**config.mk**
```make
export PLATFORM = sky130hd
export DESIGN_NAME = ios_osc_sel
export DESIGN_NICKNAME = d
export VERILOG_FILES = /design/src/ios_pkg.sv /design/src/ios_osc_sel.sv
export SDC_FILE = /design/constraint.sdc
export NUM_CORES = 1
export LEC_CHECK = 0
export ABC_AREA = 1
export ABC_CLOCK_PERIOD_IN_PS = 3900
export BUFFER_PORTS_ARGS = -buffer_cell sky130_fd_sc_hd__buf_2
export CAP_MARGIN = 10
export CELL_PAD_IN_SITES_DETAIL_PLACEMENT = 0
export CELL_PAD_IN_SITES_GLOBAL_PLACEMENT = 2
export CORE_ASPECT_RATIO = 0.6
export CORE_MARGIN = 1.5
export CORE_UTILIZATION = 30
export DETAILED_ROUTE_END_ITERATION = 10
export PLACE_DENSITY = 0.86
export SETUP_SLACK_MARGIN = 0.05
export SLEW_MARGIN = 20
export SYNTH_ARGS = -nofsm -noshare
export SYNTH_HDL_FRONTEND = slang
export SYNTH_SLANG_ARGS = --single-unit
```
**constraint.sdc**
```tcl
create_clock -name aclk -period 3.9 [get_ports aclk]
set_clock_uncertainty 0.2 [all_clocks]
set_input_delay 0.195 -clock aclk [delete_from_list [all_inputs] [get_ports aclk]]
set_output_delay 0.195 -clock aclk [all_outputs]
set_load 0.02 [all_outputs]
```
**src/ios_pkg.sv**
```systemverilog
/*
  Package for the internal oscillator select and clock output block:
  register offsets, field positions, reset values, modes and timing.
  Assumes a 32-bit AXI4-Lite register bus and a 50 MHz system clock.
*/
package ios_pkg;

  // Register byte offsets
  localparam logic [3:0] OFF_CTRL = 4'h0;
  localparam logic [3:0] OFF_TRIM = 4'h4;
  localparam logic [3:0] OFF_CFG = 4'h8;
  localparam logic [3:0] OFF_STAT = 4'hC;

  // Control register fields
  localparam int CTRL_SEL_BIT = 0;
  localparam int CTRL_SLOW_OK_BIT = 1;
  localparam int CTRL_FAST_OK_BIT = 2;
  localparam int CTRL_FSEL_LO = 4;
  localparam logic [2:0] FSEL_RESET = 3'h6;
  localparam logic [2:0] FSEL_SLOW = 3'h0;
  localparam logic [2:0] FSEL_FASTEST = 3'h7;
  localparam logic SEL_RESET = 1'b0;

  // Trim register
  localparam int TRIM_W = 5;
  localparam logic [4:0] TRIM_RESET = 5'h00;
  localparam logic [4:0] TRIM_MAX = 5'h0F;
  localparam logic [4:0] TRIM_MIN = 5'h10;

  // Configuration register fields
  localparam int CFG_MODE_LO = 0;
  localparam int CFG_TSU_BIT = 2;
  localparam int CFG_PWRUP_BIT = 3;
  localparam int CFG_WDOG_BIT = 4;
  localparam int CFG_FCM_BIT = 5;
  localparam logic [5:0] CFG_RESET = 6'h00;

  // Oscillator timing: clock 50 MHz, settle times as counts
  localparam int CLK_MHZ = 50;
  localparam int FAST_SETTLE_US = 2;
  localparam int SLOW_SETTLE_US = 20;
  localparam int FAST_SETTLE_CYC = FAST_SETTLE_US * CLK_MHZ;
  localparam int SLOW_SETTLE_CYC = SLOW_SETTLE_US * CLK_MHZ;
  localparam int DIV_SLOW = 1613;
  localparam int DIV_FAST = 6;

  typedef enum logic [1:0] {
    MODE_RC_DIV,
    MODE_RC_PIN,
    MODE_INT_DIV,
    MODE_INT_PINS
  } ios_mode_e;

  typedef struct packed {
    logic fast_en;
    logic slow_en;
    logic fast_stable;
    logic slow_stable;
  } ios_osc_s;

  typedef enum logic [1:0] {
    AXS_IDLE,
    AXS_WRESP,
    AXS_RDATA
  } ios_axi_e;

endpackage

```
**src/ios_osc_sel.sv**
```systemverilog
/*
  Internal oscillator select, trim and divided clock output logic with
  an AXI4-Lite register slave. Both oscillators are modelled as enables
  on the 50 MHz system clock. Pins are synchronous to aclk.
*/
// The placing of the registers and register access over AXI4-Lite were chosen for this implementation.
`timescale 1ns/10ps
// How it works
// - RC divided mode: second pin drives RC clock divided by 4.
// - RC pin mode: clock from first pin, second pin is GPIO.
// - Internal divided mode: first pin GPIO, second pin gives clock over 4.
// - Internal all-pins mode: both pins GPIO, no divided clock.
// - Either internal mode makes internal oscillators the system clock.
// - Select field picks one of eight internal frequencies.
// - Fast oscillator on when field nonzero and select bit or two-speed set.
// - Slow oscillator on for field 000 with select, or timers/monitor on.
// - Timers and failure monitor tick from the slow oscillator always.
// - Trim register is 5-bit two's complement, reset to zero.
// - Trim 01111 fastest, 00000 calibrated, 10000 slowest, monotonic.
// - Trim writes change frequency within the running period; no completion flag exists.
// - Trim acts on the fast oscillator only.
// - Trim bits 7-5 ignore writes and read zero.
// - Reset loads select field 110, meaning 4 MHz.
// - Readable flag shows fast oscillator stable.
// - Readable flag shows slow oscillator stable.
// - Select bit chooses internal or configured clock.
// - Field 111 is 8 MHz, halving per code to 001, 000 is 31 kHz.
// - Select 0 runs configured mode; 1 runs selected internal clock.
module ios_osc_sel (
  // Clock and reset
  input wire logic aclk,
  input wire logic aresetn,
  // AXI4-Lite write address and data
  input wire logic [3:0] s_axi_awaddr,
  input wire logic s_axi_awvalid,
  output logic s_axi_awready,
  input wire logic [31:0] s_axi_wdata,
  input wire logic [3:0] s_axi_wstrb,
  input wire logic s_axi_wvalid,
  output logic s_axi_wready,
  output logic [1:0] s_axi_bresp,
  output logic s_axi_bvalid,
  input wire logic s_axi_bready,
  // AXI4-Lite read
  input wire logic [3:0] s_axi_araddr,
  input wire logic s_axi_arvalid,
  output logic s_axi_arready,
  output logic [31:0] s_axi_rdata,
  output logic [1:0] s_axi_rresp,
  output logic s_axi_rvalid,
  input wire logic s_axi_rready,
  // Oscillator pins
  input wire logic first_oscillator_pin_i,
  input wire logic second_oscillator_pin_i,
  output logic second_oscillator_pin_o,
  output logic second_oscillator_pin_oe,
  // Clock status
  output logic sys_clk_en,
  output logic slow_tick,
  output logic [4:0] fast_trim_value,
  output ios_pkg::ios_osc_s osc_state
);
  import ios_pkg::*;

  logic [2:0] fsel_q;
  logic clk_sel_q;
  logic [4:0] trim_q;
  logic [5:0] cfg_q;
  ios_axi_e axs_q;
  logic aw_got_q, w_got_q;
  logic [3:0] aw_addr_q;
  logic [31:0] w_data_q;
  logic [3:0] w_strb_q;
  logic [10:0] slow_div_q;
  logic [7:0] fast_div_q;
  logic [6:0] post_q;
  logic [10:0] fast_set_q, slow_set_q;
  logic [1:0] q4_q;
  logic rc_prev_q;
  logic fast_en, slow_en, fast_tick, sel_tick, use_int, tick_src;
  logic internal_mode;

  function automatic logic [31:0] reg_read(input logic [3:0] a);
    reg_read = 32'h0000_0000;
    case (a)
      OFF_CTRL: begin
        reg_read[CTRL_FSEL_LO +: 3] = fsel_q;
        reg_read[CTRL_FAST_OK_BIT] = osc_state.fast_stable;
        reg_read[CTRL_SLOW_OK_BIT] = osc_state.slow_stable;
        reg_read[CTRL_SEL_BIT] = clk_sel_q;
      end
      OFF_TRIM: reg_read[TRIM_W-1:0] = trim_q;
      OFF_CFG: reg_read[5:0] = cfg_q;
      OFF_STAT: reg_read[3:0] = {fast_en, slow_en, use_int, sys_clk_en};
      default: reg_read = 32'h0000_0000;
    endcase
  endfunction

  function automatic logic known(input logic [3:0] a);
    known = (a == OFF_CTRL) || (a == OFF_TRIM) || (a == OFF_CFG) || (a == OFF_STAT);
  endfunction

  // AXI write capture, either order
  always_ff @(posedge aclk) begin
    if (!aresetn) begin
      aw_got_q <= 1'b0;
      w_got_q <= 1'b0;
      aw_addr_q <= 4'h0;
      w_data_q <= 32'h0000_0000;
      w_strb_q <= 4'h0;
      s_axi_awready <= 1'b0;
      s_axi_wready <= 1'b0;
    end else begin
      s_axi_awready <= 1'b0;
      s_axi_wready <= 1'b0;
      if (s_axi_awvalid && !aw_got_q && !s_axi_awready && axs_q != AXS_WRESP) begin
        s_axi_awready <= 1'b1;
        aw_got_q <= 1'b1;
        aw_addr_q <= s_axi_awaddr;
      end
      if (s_axi_wvalid && !w_got_q && !s_axi_wready && axs_q != AXS_WRESP) begin
        s_axi_wready <= 1'b1;
        w_got_q <= 1'b1;
        w_data_q <= s_axi_wdata;
        w_strb_q <= s_axi_wstrb;
      end
      if (aw_got_q && w_got_q && axs_q == AXS_IDLE) begin
        aw_got_q <= 1'b0;
        w_got_q <= 1'b0;
      end
    end
  end

  // Response sequencer, writes before reads
  always_ff @(posedge aclk) begin
    if (!aresetn) begin
      axs_q <= AXS_IDLE;
      s_axi_bvalid <= 1'b0;
      s_axi_bresp <= 2'h0;
      s_axi_arready <= 1'b0;
      s_axi_rvalid <= 1'b0;
      s_axi_rresp <= 2'h0;
      s_axi_rdata <= 32'h0000_0000;
    end else begin
      s_axi_arready <= 1'b0;
      case (axs_q)
        AXS_IDLE: begin
          if (aw_got_q && w_got_q) begin
            s_axi_bvalid <= 1'b1;
            s_axi_bresp <= known(aw_addr_q) ? 2'h0 : 2'h2;
            axs_q <= AXS_WRESP;
          end else if (s_axi_arvalid && !s_axi_arready) begin
            s_axi_arready <= 1'b1;
            s_axi_rvalid <= 1'b1;
            s_axi_rdata <= reg_read(s_axi_araddr);
            s_axi_rresp <= known(s_axi_araddr) ? 2'h0 : 2'h2;
            axs_q <= AXS_RDATA;
          end
        end
        AXS_WRESP: begin
          if (s_axi_bready) begin
            s_axi_bvalid <= 1'b0;
            axs_q <= AXS_IDLE;
          end
        end
        AXS_RDATA: begin
          if (s_axi_rready) begin
            s_axi_rvalid <= 1'b0;
            axs_q <= AXS_IDLE;
          end
        end
        default: axs_q <= AXS_IDLE;
      endcase
    end
  end

  logic wr_go;
  assign wr_go = aw_got_q && w_got_q && axs_q == AXS_IDLE;

  // Control register
  always_ff @(posedge aclk) begin
    if (!aresetn) begin
      fsel_q <= FSEL_RESET;
      clk_sel_q <= SEL_RESET;
    end else if (wr_go && aw_addr_q == OFF_CTRL && w_strb_q[0]) begin
      fsel_q <= w_data_q[CTRL_FSEL_LO +: 3];
      clk_sel_q <= w_data_q[CTRL_SEL_BIT];
    end
  end

  // Trim and configuration registers
  always_ff @(posedge aclk) begin
    if (!aresetn) begin
      trim_q <= TRIM_RESET;
      cfg_q <= CFG_RESET;
    end else if (wr_go && w_strb_q[0]) begin
      if (aw_addr_q == OFF_TRIM)
        trim_q <= w_data_q[TRIM_W-1:0];
      if (aw_addr_q == OFF_CFG)
        cfg_q <= w_data_q[5:0];
    end
  end

  assign internal_mode = cfg_q[CFG_MODE_LO +: 2] == MODE_INT_DIV ||
                         cfg_q[CFG_MODE_LO +: 2] == MODE_INT_PINS;
  assign use_int = clk_sel_q || internal_mode;
  assign fast_en = (fsel_q != FSEL_SLOW) && (use_int || cfg_q[CFG_TSU_BIT]);
  assign slow_en = ((fsel_q == FSEL_SLOW) && (use_int || cfg_q[CFG_TSU_BIT])) ||
                   cfg_q[CFG_PWRUP_BIT] || cfg_q[CFG_WDOG_BIT] || cfg_q[CFG_FCM_BIT];

  always_ff @(posedge aclk) begin
    if (!aresetn || !slow_en)
      slow_div_q <= 11'h000;
    else if (slow_div_q == 11'(DIV_SLOW - 1))
      slow_div_q <= 11'h000;
    else
      slow_div_q <= slow_div_q + 11'h001;
  end

  // trim shifts fast period, signed, takes effect in the running period
  logic [7:0] fast_top;
  // Sign-extended trim, modulo 8 bits: negative trim lengthens the period
  assign fast_top = 8'(DIV_FAST * 4) - {{3{trim_q[4]}}, trim_q};
  always_ff @(posedge aclk) begin
    if (!aresetn || !fast_en)
      fast_div_q <= 8'h00;
    else if (fast_div_q >= fast_top)
      fast_div_q <= 8'h00;
    else
      fast_div_q <= fast_div_q + 8'h01;
  end
  assign fast_tick = fast_en && fast_div_q == 8'h00;

  always_ff @(posedge aclk) begin
    if (!aresetn)
      post_q <= 7'h00;
    else if (fast_tick)
      post_q <= post_q + 7'h01;
  end
  always_comb begin
    if (fsel_q == FSEL_SLOW)
      tick_src = slow_en && slow_div_q == 11'h000;
    else if (fsel_q == FSEL_FASTEST)
      tick_src = fast_tick;
    else
      tick_src = fast_tick && (post_q & ((7'h01 << (3'h7 - fsel_q)) - 7'h01)) == 7'h00;
  end

  always_ff @(posedge aclk) begin
    if (!aresetn || !fast_en)
      fast_set_q <= 11'h000;
    else if (fast_set_q != 11'(FAST_SETTLE_CYC))
      fast_set_q <= fast_set_q + 11'h001;
  end
  always_ff @(posedge aclk) begin
    if (!aresetn || !slow_en)
      slow_set_q <= 11'h000;
    else if (slow_set_q != 11'(SLOW_SETTLE_CYC))
      slow_set_q <= slow_set_q + 11'h001;
  end

  // External RC clock edge from first pin
  always_ff @(posedge aclk) begin
    if (!aresetn)
      rc_prev_q <= 1'b0;
    else
      rc_prev_q <= first_oscillator_pin_i;
  end
  assign sel_tick = use_int ? tick_src : (first_oscillator_pin_i && !rc_prev_q);

  always_ff @(posedge aclk) begin
    if (!aresetn)
      q4_q <= 2'h0;
    else if (sel_tick)
      q4_q <= q4_q + 2'h1;
  end

  // Registered outputs and pin functions
  always_ff @(posedge aclk) begin
    if (!aresetn) begin
      sys_clk_en <= 1'b0;
      slow_tick <= 1'b0;
      fast_trim_value <= TRIM_RESET;
      osc_state <= '0;
      second_oscillator_pin_o <= 1'b0;
      second_oscillator_pin_oe <= 1'b0;
    end else begin
      sys_clk_en <= sel_tick;
      slow_tick <= slow_en && slow_div_q == 11'h000;
      fast_trim_value <= trim_q;
      osc_state.fast_en <= fast_en;
      osc_state.slow_en <= slow_en;
      osc_state.fast_stable <= fast_en && fast_set_q == 11'(FAST_SETTLE_CYC);
      osc_state.slow_stable <= slow_en && slow_set_q == 11'(SLOW_SETTLE_CYC);
      case (ios_mode_e'(cfg_q[CFG_MODE_LO +: 2]))
        // RC clock over 4 on second pin
        MODE_RC_DIV: begin
          second_oscillator_pin_oe <= 1'b1;
          second_oscillator_pin_o <= q4_q[1];
        end
        MODE_RC_PIN, MODE_INT_PINS: begin
          second_oscillator_pin_oe <= 1'b0;
          second_oscillator_pin_o <= 1'b0;
        end
        MODE_INT_DIV: begin
          second_oscillator_pin_oe <= 1'b1;
          second_oscillator_pin_o <= q4_q[1];
        end
        default: begin
          second_oscillator_pin_oe <= 1'b0;
          second_oscillator_pin_o <= 1'b0;
        end
      endcase
    end
  end

  pin_free_a: assert property (@(posedge aclk) disable iff (!aresetn)
    cfg_q[1:0] == MODE_INT_PINS |=> !second_oscillator_pin_oe)
    else $error("second pin driven in all-pins mode");
  fast_en_a: assert property (@(posedge aclk) disable iff (!aresetn)
    (fsel_q != 3'h0 && clk_sel_q) |=> osc_state.fast_en)
    else $error("fast oscillator not enabled");
  slow_en_a: assert property (@(posedge aclk) disable iff (!aresetn)
    (fsel_q == 3'h0 && clk_sel_q) |=> osc_state.slow_en && !osc_state.fast_en)
    else $error("slow oscillator enable wrong");
  trim_hi_a: assert property (@(posedge aclk) disable iff (!aresetn)
    s_axi_arready && s_axi_araddr == OFF_TRIM |-> s_axi_rdata[31:5] == 27'h0)
    else $error("trim upper bits not zero");
  fsel_rst_a: assert property (@(posedge aclk)
    !aresetn |=> fsel_q == 3'h6 && trim_q == 5'h00)
    else $error("reset values wrong");
  fast_stab_a: assert property (@(posedge aclk) disable iff (!aresetn)
    !fast_en |=> !osc_state.fast_stable)
    else $error("fast stable while off");
  slow_stab_a: assert property (@(posedge aclk) disable iff (!aresetn)
    !slow_en |=> !osc_state.slow_stable)
    else $error("slow stable while off");
  int_sel_a: assert property (@(posedge aclk) disable iff (!aresetn)
    internal_mode |=> osc_state.fast_en == ($past(fsel_q) != 3'h0))
    else $error("internal mode not using internal clock");
  div4_a: assert property (@(posedge aclk) disable iff (!aresetn)
    sel_tick |=> q4_q == $past(q4_q) + 2'h1)
    else $error("divide counter slipped");

endmodule

```
# After elaboration in Yosys (flattened, before gate mapping)
# Cells that the tools add are included.
# op_classes
n_addsub	9
magnitude_cmp	1
n_eq_ne	24
shift	1
mux	27
n_bitwise	4
n_reduce_logical	67
# op_table
cell	n
11-bit by 1-bit adder with 11-bit output (second input constant)	3
1-bit logical AND	20
4-bit == test (second input constant)	4
1-bit logical OR	14
1-bit two-way mux	12
2-bit two-way mux	6
3-bit one-hot mux with 4 select lines	1
11-bit by 10-bit == test with 1-bit output (second input constant)	1
11-bit == test (second input constant)	1
11-bit by 7-bit == test with 1-bit output (second input constant)	1
11-bit zero test	1
11-bit by 10-bit inequality test with 1-bit output (second input constant)	1
11-bit by 7-bit inequality test with 1-bit output (second input constant)	1
1-bit one-hot mux with 2 select lines	5
2-bit OR reduction	5
1-bit zero test	9
3-bit AND reduction	3
8-bit by 1-bit adder with 8-bit output (second input constant)	1
4-bit by 3-bit == test with 1-bit output (second input constant)	2
8-bit greater-or-equal comparator	1
4-bit zero test	2
8-bit zero test	1
2-bit inequality test (second input constant)	4
7-bit by 1-bit adder with 7-bit output (second input constant)	1
other kinds (22)	33
# totals
regBits	111
in_bits	53
output_inout_bits	54
word_cells	167

# Longest topological paths before layout
# depth
ltp_word	11
mapped_depth	16
depth_no_buf	15

# Least setup slack after synthesis
# No wires, ideal clock.
# synth_path
kind	reg2reg
from	reg trim_q[0]
to	reg fast_div_q[2]
setup_ns	0.135
t_arrival_ns	1.692
required_time_ns	3.565
path_slack_ns	1.873
path_stages_with_launch	11
path_buffers	0
synth_period_minus_slack_ns	2.027
cell_sequence	dfxtp_1 inv_1 ha_1 inv_1 ha_1 a21boi_0 o21ai_0 nand2_1 a21oi_1 o211ai_1 nor3_1
# synth_between
elab_chain_len	3
# synth_lines
item	line_no	source
from (decl)	ios_osc_sel.sv:67	logic [4:0] trim_q;
from (signal assigned)	ios_osc_sel.sv:198	trim_q <= w_data_q[TRIM_W-1:0];
6-bit by 5-bit subtractor with 7-bit output	ios_osc_sel.sv:223	assign fast_top = 8'(DIV_FAST * 4) - {{3{trim_q[4]}}, trim_q};
8-bit greater-or-equal comparator	ios_osc_sel.sv:227	else if (fast_div_q >= fast_top)
2-bit OR reduction (no source line)	-	
to (signal assigned)	ios_osc_sel.sv:230	fast_div_q <= fast_div_q + 8'h01;
to (decl)	ios_osc_sel.sv:75	logic [7:0] fast_div_q;
# Every way passes these cells.
# A chain may end at the register's enable or synchronous reset.

# Final worst setup path
# layout_path
from	reg trim_q[0]
to	reg fast_div_q[5]
# Same word-level chain as after synthesis.

==> impl_metrics.tcl <==
set metrics [dict create \
    initial_core_util_pct 31.2 \
    antenna_cells 0 \
    grt_pass1_vias 3915 \
    gp_congestion 0.775 \
    min_path_type "in -> reg" \
    final_common_cell "dfxtp_1" \
    chipHeight_um 104 \
    max_freq_mhz 406 \
    yosys_warnings 0 \
    crit_path_end_kind "flop" \
    swShare_pct 25.4 \
    grtUsageTotal_pct 14.2 \
    holdWs_ns 0.0463 \
    ys_seq_area_share_pct 42.5 \
    antenna_found_initial 0 \
    h-tree-depth 3 \
    critical_path_peak_fanout 7 \
    die_area_sq_um 17900 \
    synth_cells 670 \
    setup_tns_ns 0 \
    coreArea_sq_um 16500 \
    nNetsFinal 807 \
    seqPwrFrac_pct 52.7 \
    wl_per_cell_um 12.4 \
    p_comb_share_pct 8.1 \
    rsz0062_at_grt "false" \
    worstSetupPathType "reg -> reg" \
    drc 0 \
    post_cts_buffers 0 \
    slowest_stage "o211ai_1" \
    placementRows 36 \
    p_int_mw 1.65 \
    setup_viol 0 \
    numCtsBuffers 9 \
    clk-insertion-delay-late_ns 0.35 \
    status "finished, final reports clean" \
    slew_headroom_pct 36.3 \
    cts_tree "done" \
    drv_slew 0 \
    clockBufferDepth 2 \
    crit_chain "inv_1, ha_1, inv_1, ha_1, a21boi_0, o21ai_0, nand2_1, a21oi_1, o211ai_1, nor2_1" \
    dr.pass1.iters 4 \
    grt_max_degree 41 \
    boundaryPins 107 \
    dp_hpwl_um 9250 \
    die_w_um 172 \
    timing.final.crit_share_pct 63.1 \
    grt_pass1_wl_um 20100 \
    finalHoldViolations 0 \
    cellPowerDensity_nw_per_um2 372 \
    path_clk_slew_ns 0.08 \
    synth_edf_count 0 \
    clkPwrFrac_pct 39.2 \
    most-common-layout-cells "109 x dfxtp_1, 105 x nand2_1, 90 x inv_1" \
    cap_violations 0 \
    routed_via_density 4.39 \
    async_reset_ff_share_pct 0 \
    period_minus_slack_ns 2.46 \
    start_kind "flop" \
    syn-cell-area_sq_um 5140 \
    postLayoutCoreUtil_pct 36.1 \
    antenna_left 0 \
    num_vias 4254 \
    wl_um 12000 \
    synth-seq-cells 109 \
    clock-sinks 109 \
    syn_avg_cell_area_sq_um 7.67 \
    syn2layout_area_growth_pct 15.9 \
    grt_overflow 0 \
    critPathMaxStageDelay_ns 0.48 \
    layout-drive-gt1-share_pct 14.8 \
    worst_pin_slew_ns 0.954 \
    p_leak_nw 2.49 \
    ys.flop_type "dfxtp_1" \
    cp.arrival_ns 2.48 \
    ys_types 50 \
    portBuffers 50 \
    vdd_drop_max_mv 0.200 \
    cp.required_ns 3.91 \
    cts_root_buffer "clkbuf_16" \
    dr.first_iter.drc_count 244 \
    switchingPower_uw 562 \
]
[Yosys cell counts, types with 2 or more instances]
| library cell | count | area (sq um) |
|---|---|---|
| nor2_2 | 8 | 50.1 |
| nand3_1 | 24 | 120 |
| ha_1 | 17 | 213 |
| clkbuf_1 | 7 | 26.3 |
| o2111ai_1 | 2 | 17.5 |
| a31oi_1 | 2 | 12.5 |
| inv_1 | 90 | 338 |
| nand2_1 | 105 | 394 |
| o21ai_0 | 44 | 220 |
| buf_4 | 28 | 210 |
| nor4_4 | 2 | 42.5 |
| a21oi_2 | 2 | 17.5 |
| inv_2 | 6 | 22.5 |
| or2_2 | 3 | 18.8 |
| nor4_1 | 2 | 12.5 |
| dfxtp_1 | 109 | 2180 |
| nor2_1 | 85 | 319 |
| xor2_1 | 12 | 105 |
| nor3b_1 | 4 | 30.0 |
| nor3_1 | 16 | 80.1 |
| o21a_1 | 4 | 30.0 |
| nand4_1 | 9 | 56.3 |
| nor3_2 | 2 | 20.0 |
| xnor2_1 | 4 | 35.0 |
| nor3b_2 | 4 | 50.1 |
| o211ai_1 | 3 | 22.5 |
| buf_6 | 3 | 33.8 |
| a21oi_1 | 45 | 225 |
| nand2_2 | 6 | 37.5 |
| o31ai_1 | 2 | 15.0 |
[layout make-up]
type / count / area, sq um
clock inverters: 6 / 38.8
repair buffers: 68 / 428
multi-input cells: 451 / 2410
fillers: 1752 / 10500
inverters: 98 / 370
flip-flops and latches: 109 / 2180
clock buffers: 10 / 239
well taps: 228 / 285
[final timing paths]
kind | slack (ns) | from | end | cells after the start
setup / recovery | 1.44 | trim_q[0] | fast_div_q[5] | 10
hold / removal | 0.05 | s_axi_awvalid | aw_got_q | 5
setup reg to reg | 1.44 | trim_q[0] | fast_div_q[5] | 10
hold reg to reg | 0.23 | cfg_q[0] | second_oscillator_pin_oe | 1
[metal layers]
layer | up-vias | track usage, % | share of wire [%]
li1 | 2226 | - | -
met1 | 1919 | 21.5 | 53
met2 | 105 | 20.2 | 40
met3 | 4 | 3.12 | 5.8
met4 | 0 | 3.29 | 0.61
met5 | - | 0 | 0
[per-stage QoR]
stage          total power [mW]  std cells  setup slack (ns)  instance area, sq um
2_1_floorplan              1.32        697              1.87                  5240
3_3_place_gp               1.35        937              1.51                  5510
3_5_place_dp               1.36        937              1.43                  5510
4_1_cts                    2.24        970              1.40                  5950
5_1_grt                    2.31        970              1.19                  5950
6_report                   2.21        970              1.44                  5950
[power groups by stage]
stage | clock network [mW] | logic, mW | registers [mW]
final | 0.867 | 0.179 | 1.17
after global placement | 0 | 0.164 | 1.19
after detailed placement | 0 | 0.166 | 1.19
after floorplan | 0 | 0.125 | 1.20
after global routing | 0.938 | 0.202 | 1.17
after CTS | 0.893 | 0.180 | 1.17
[sequential cells by signal, summed over array words and instances, names as in the netlist, 2 cells and up]
signal and count:
trim_q 5, fsel_q 3, axs_q 2, osc_state 4, q4_q 2, fast_set_q 11, s_axi_rdata 7, fast_trim_value 5
aw_addr_q 4, fast_div_q 8, cfg_q 6, slow_div_q 11, slow_set_q 11, w_data_q 7, post_q 7
[worst max-delay path, delay by kind of cell, from the launching register on]
| family | cells | cell delay, ns |
|---|---|---|
| AND/OR/NAND/NOR | 2 | 0.16 |
| adder cells (fa/ha/maj) | 2 | 0.58 |
| buffers and inverters | 2 | 0.15 |
| flip-flops | 1 | 0.42 |
| AO/OA/AOI/OAI | 4 | 0.83 |
[cells by family (layout without fill, tap and decap cells)]
logic type,after synthesis,in the layout,synth area share (%)
xor+xnor,16,16,2.73
simple gates,280,280,26.2
flops,109,109,42.5
compound gates,110,110,11.8
other cells,1,28,0.0730
fa+ha+maj,17,17,4.14
buf+inv,137,182,12.6
[repair_timing]
item | CTS | global route
endpoints found under the hold margin | 17 | 0
hold buffers | 17 | 0
resized for setup | 0 | 0
Power figures use the tool's default switching activity.
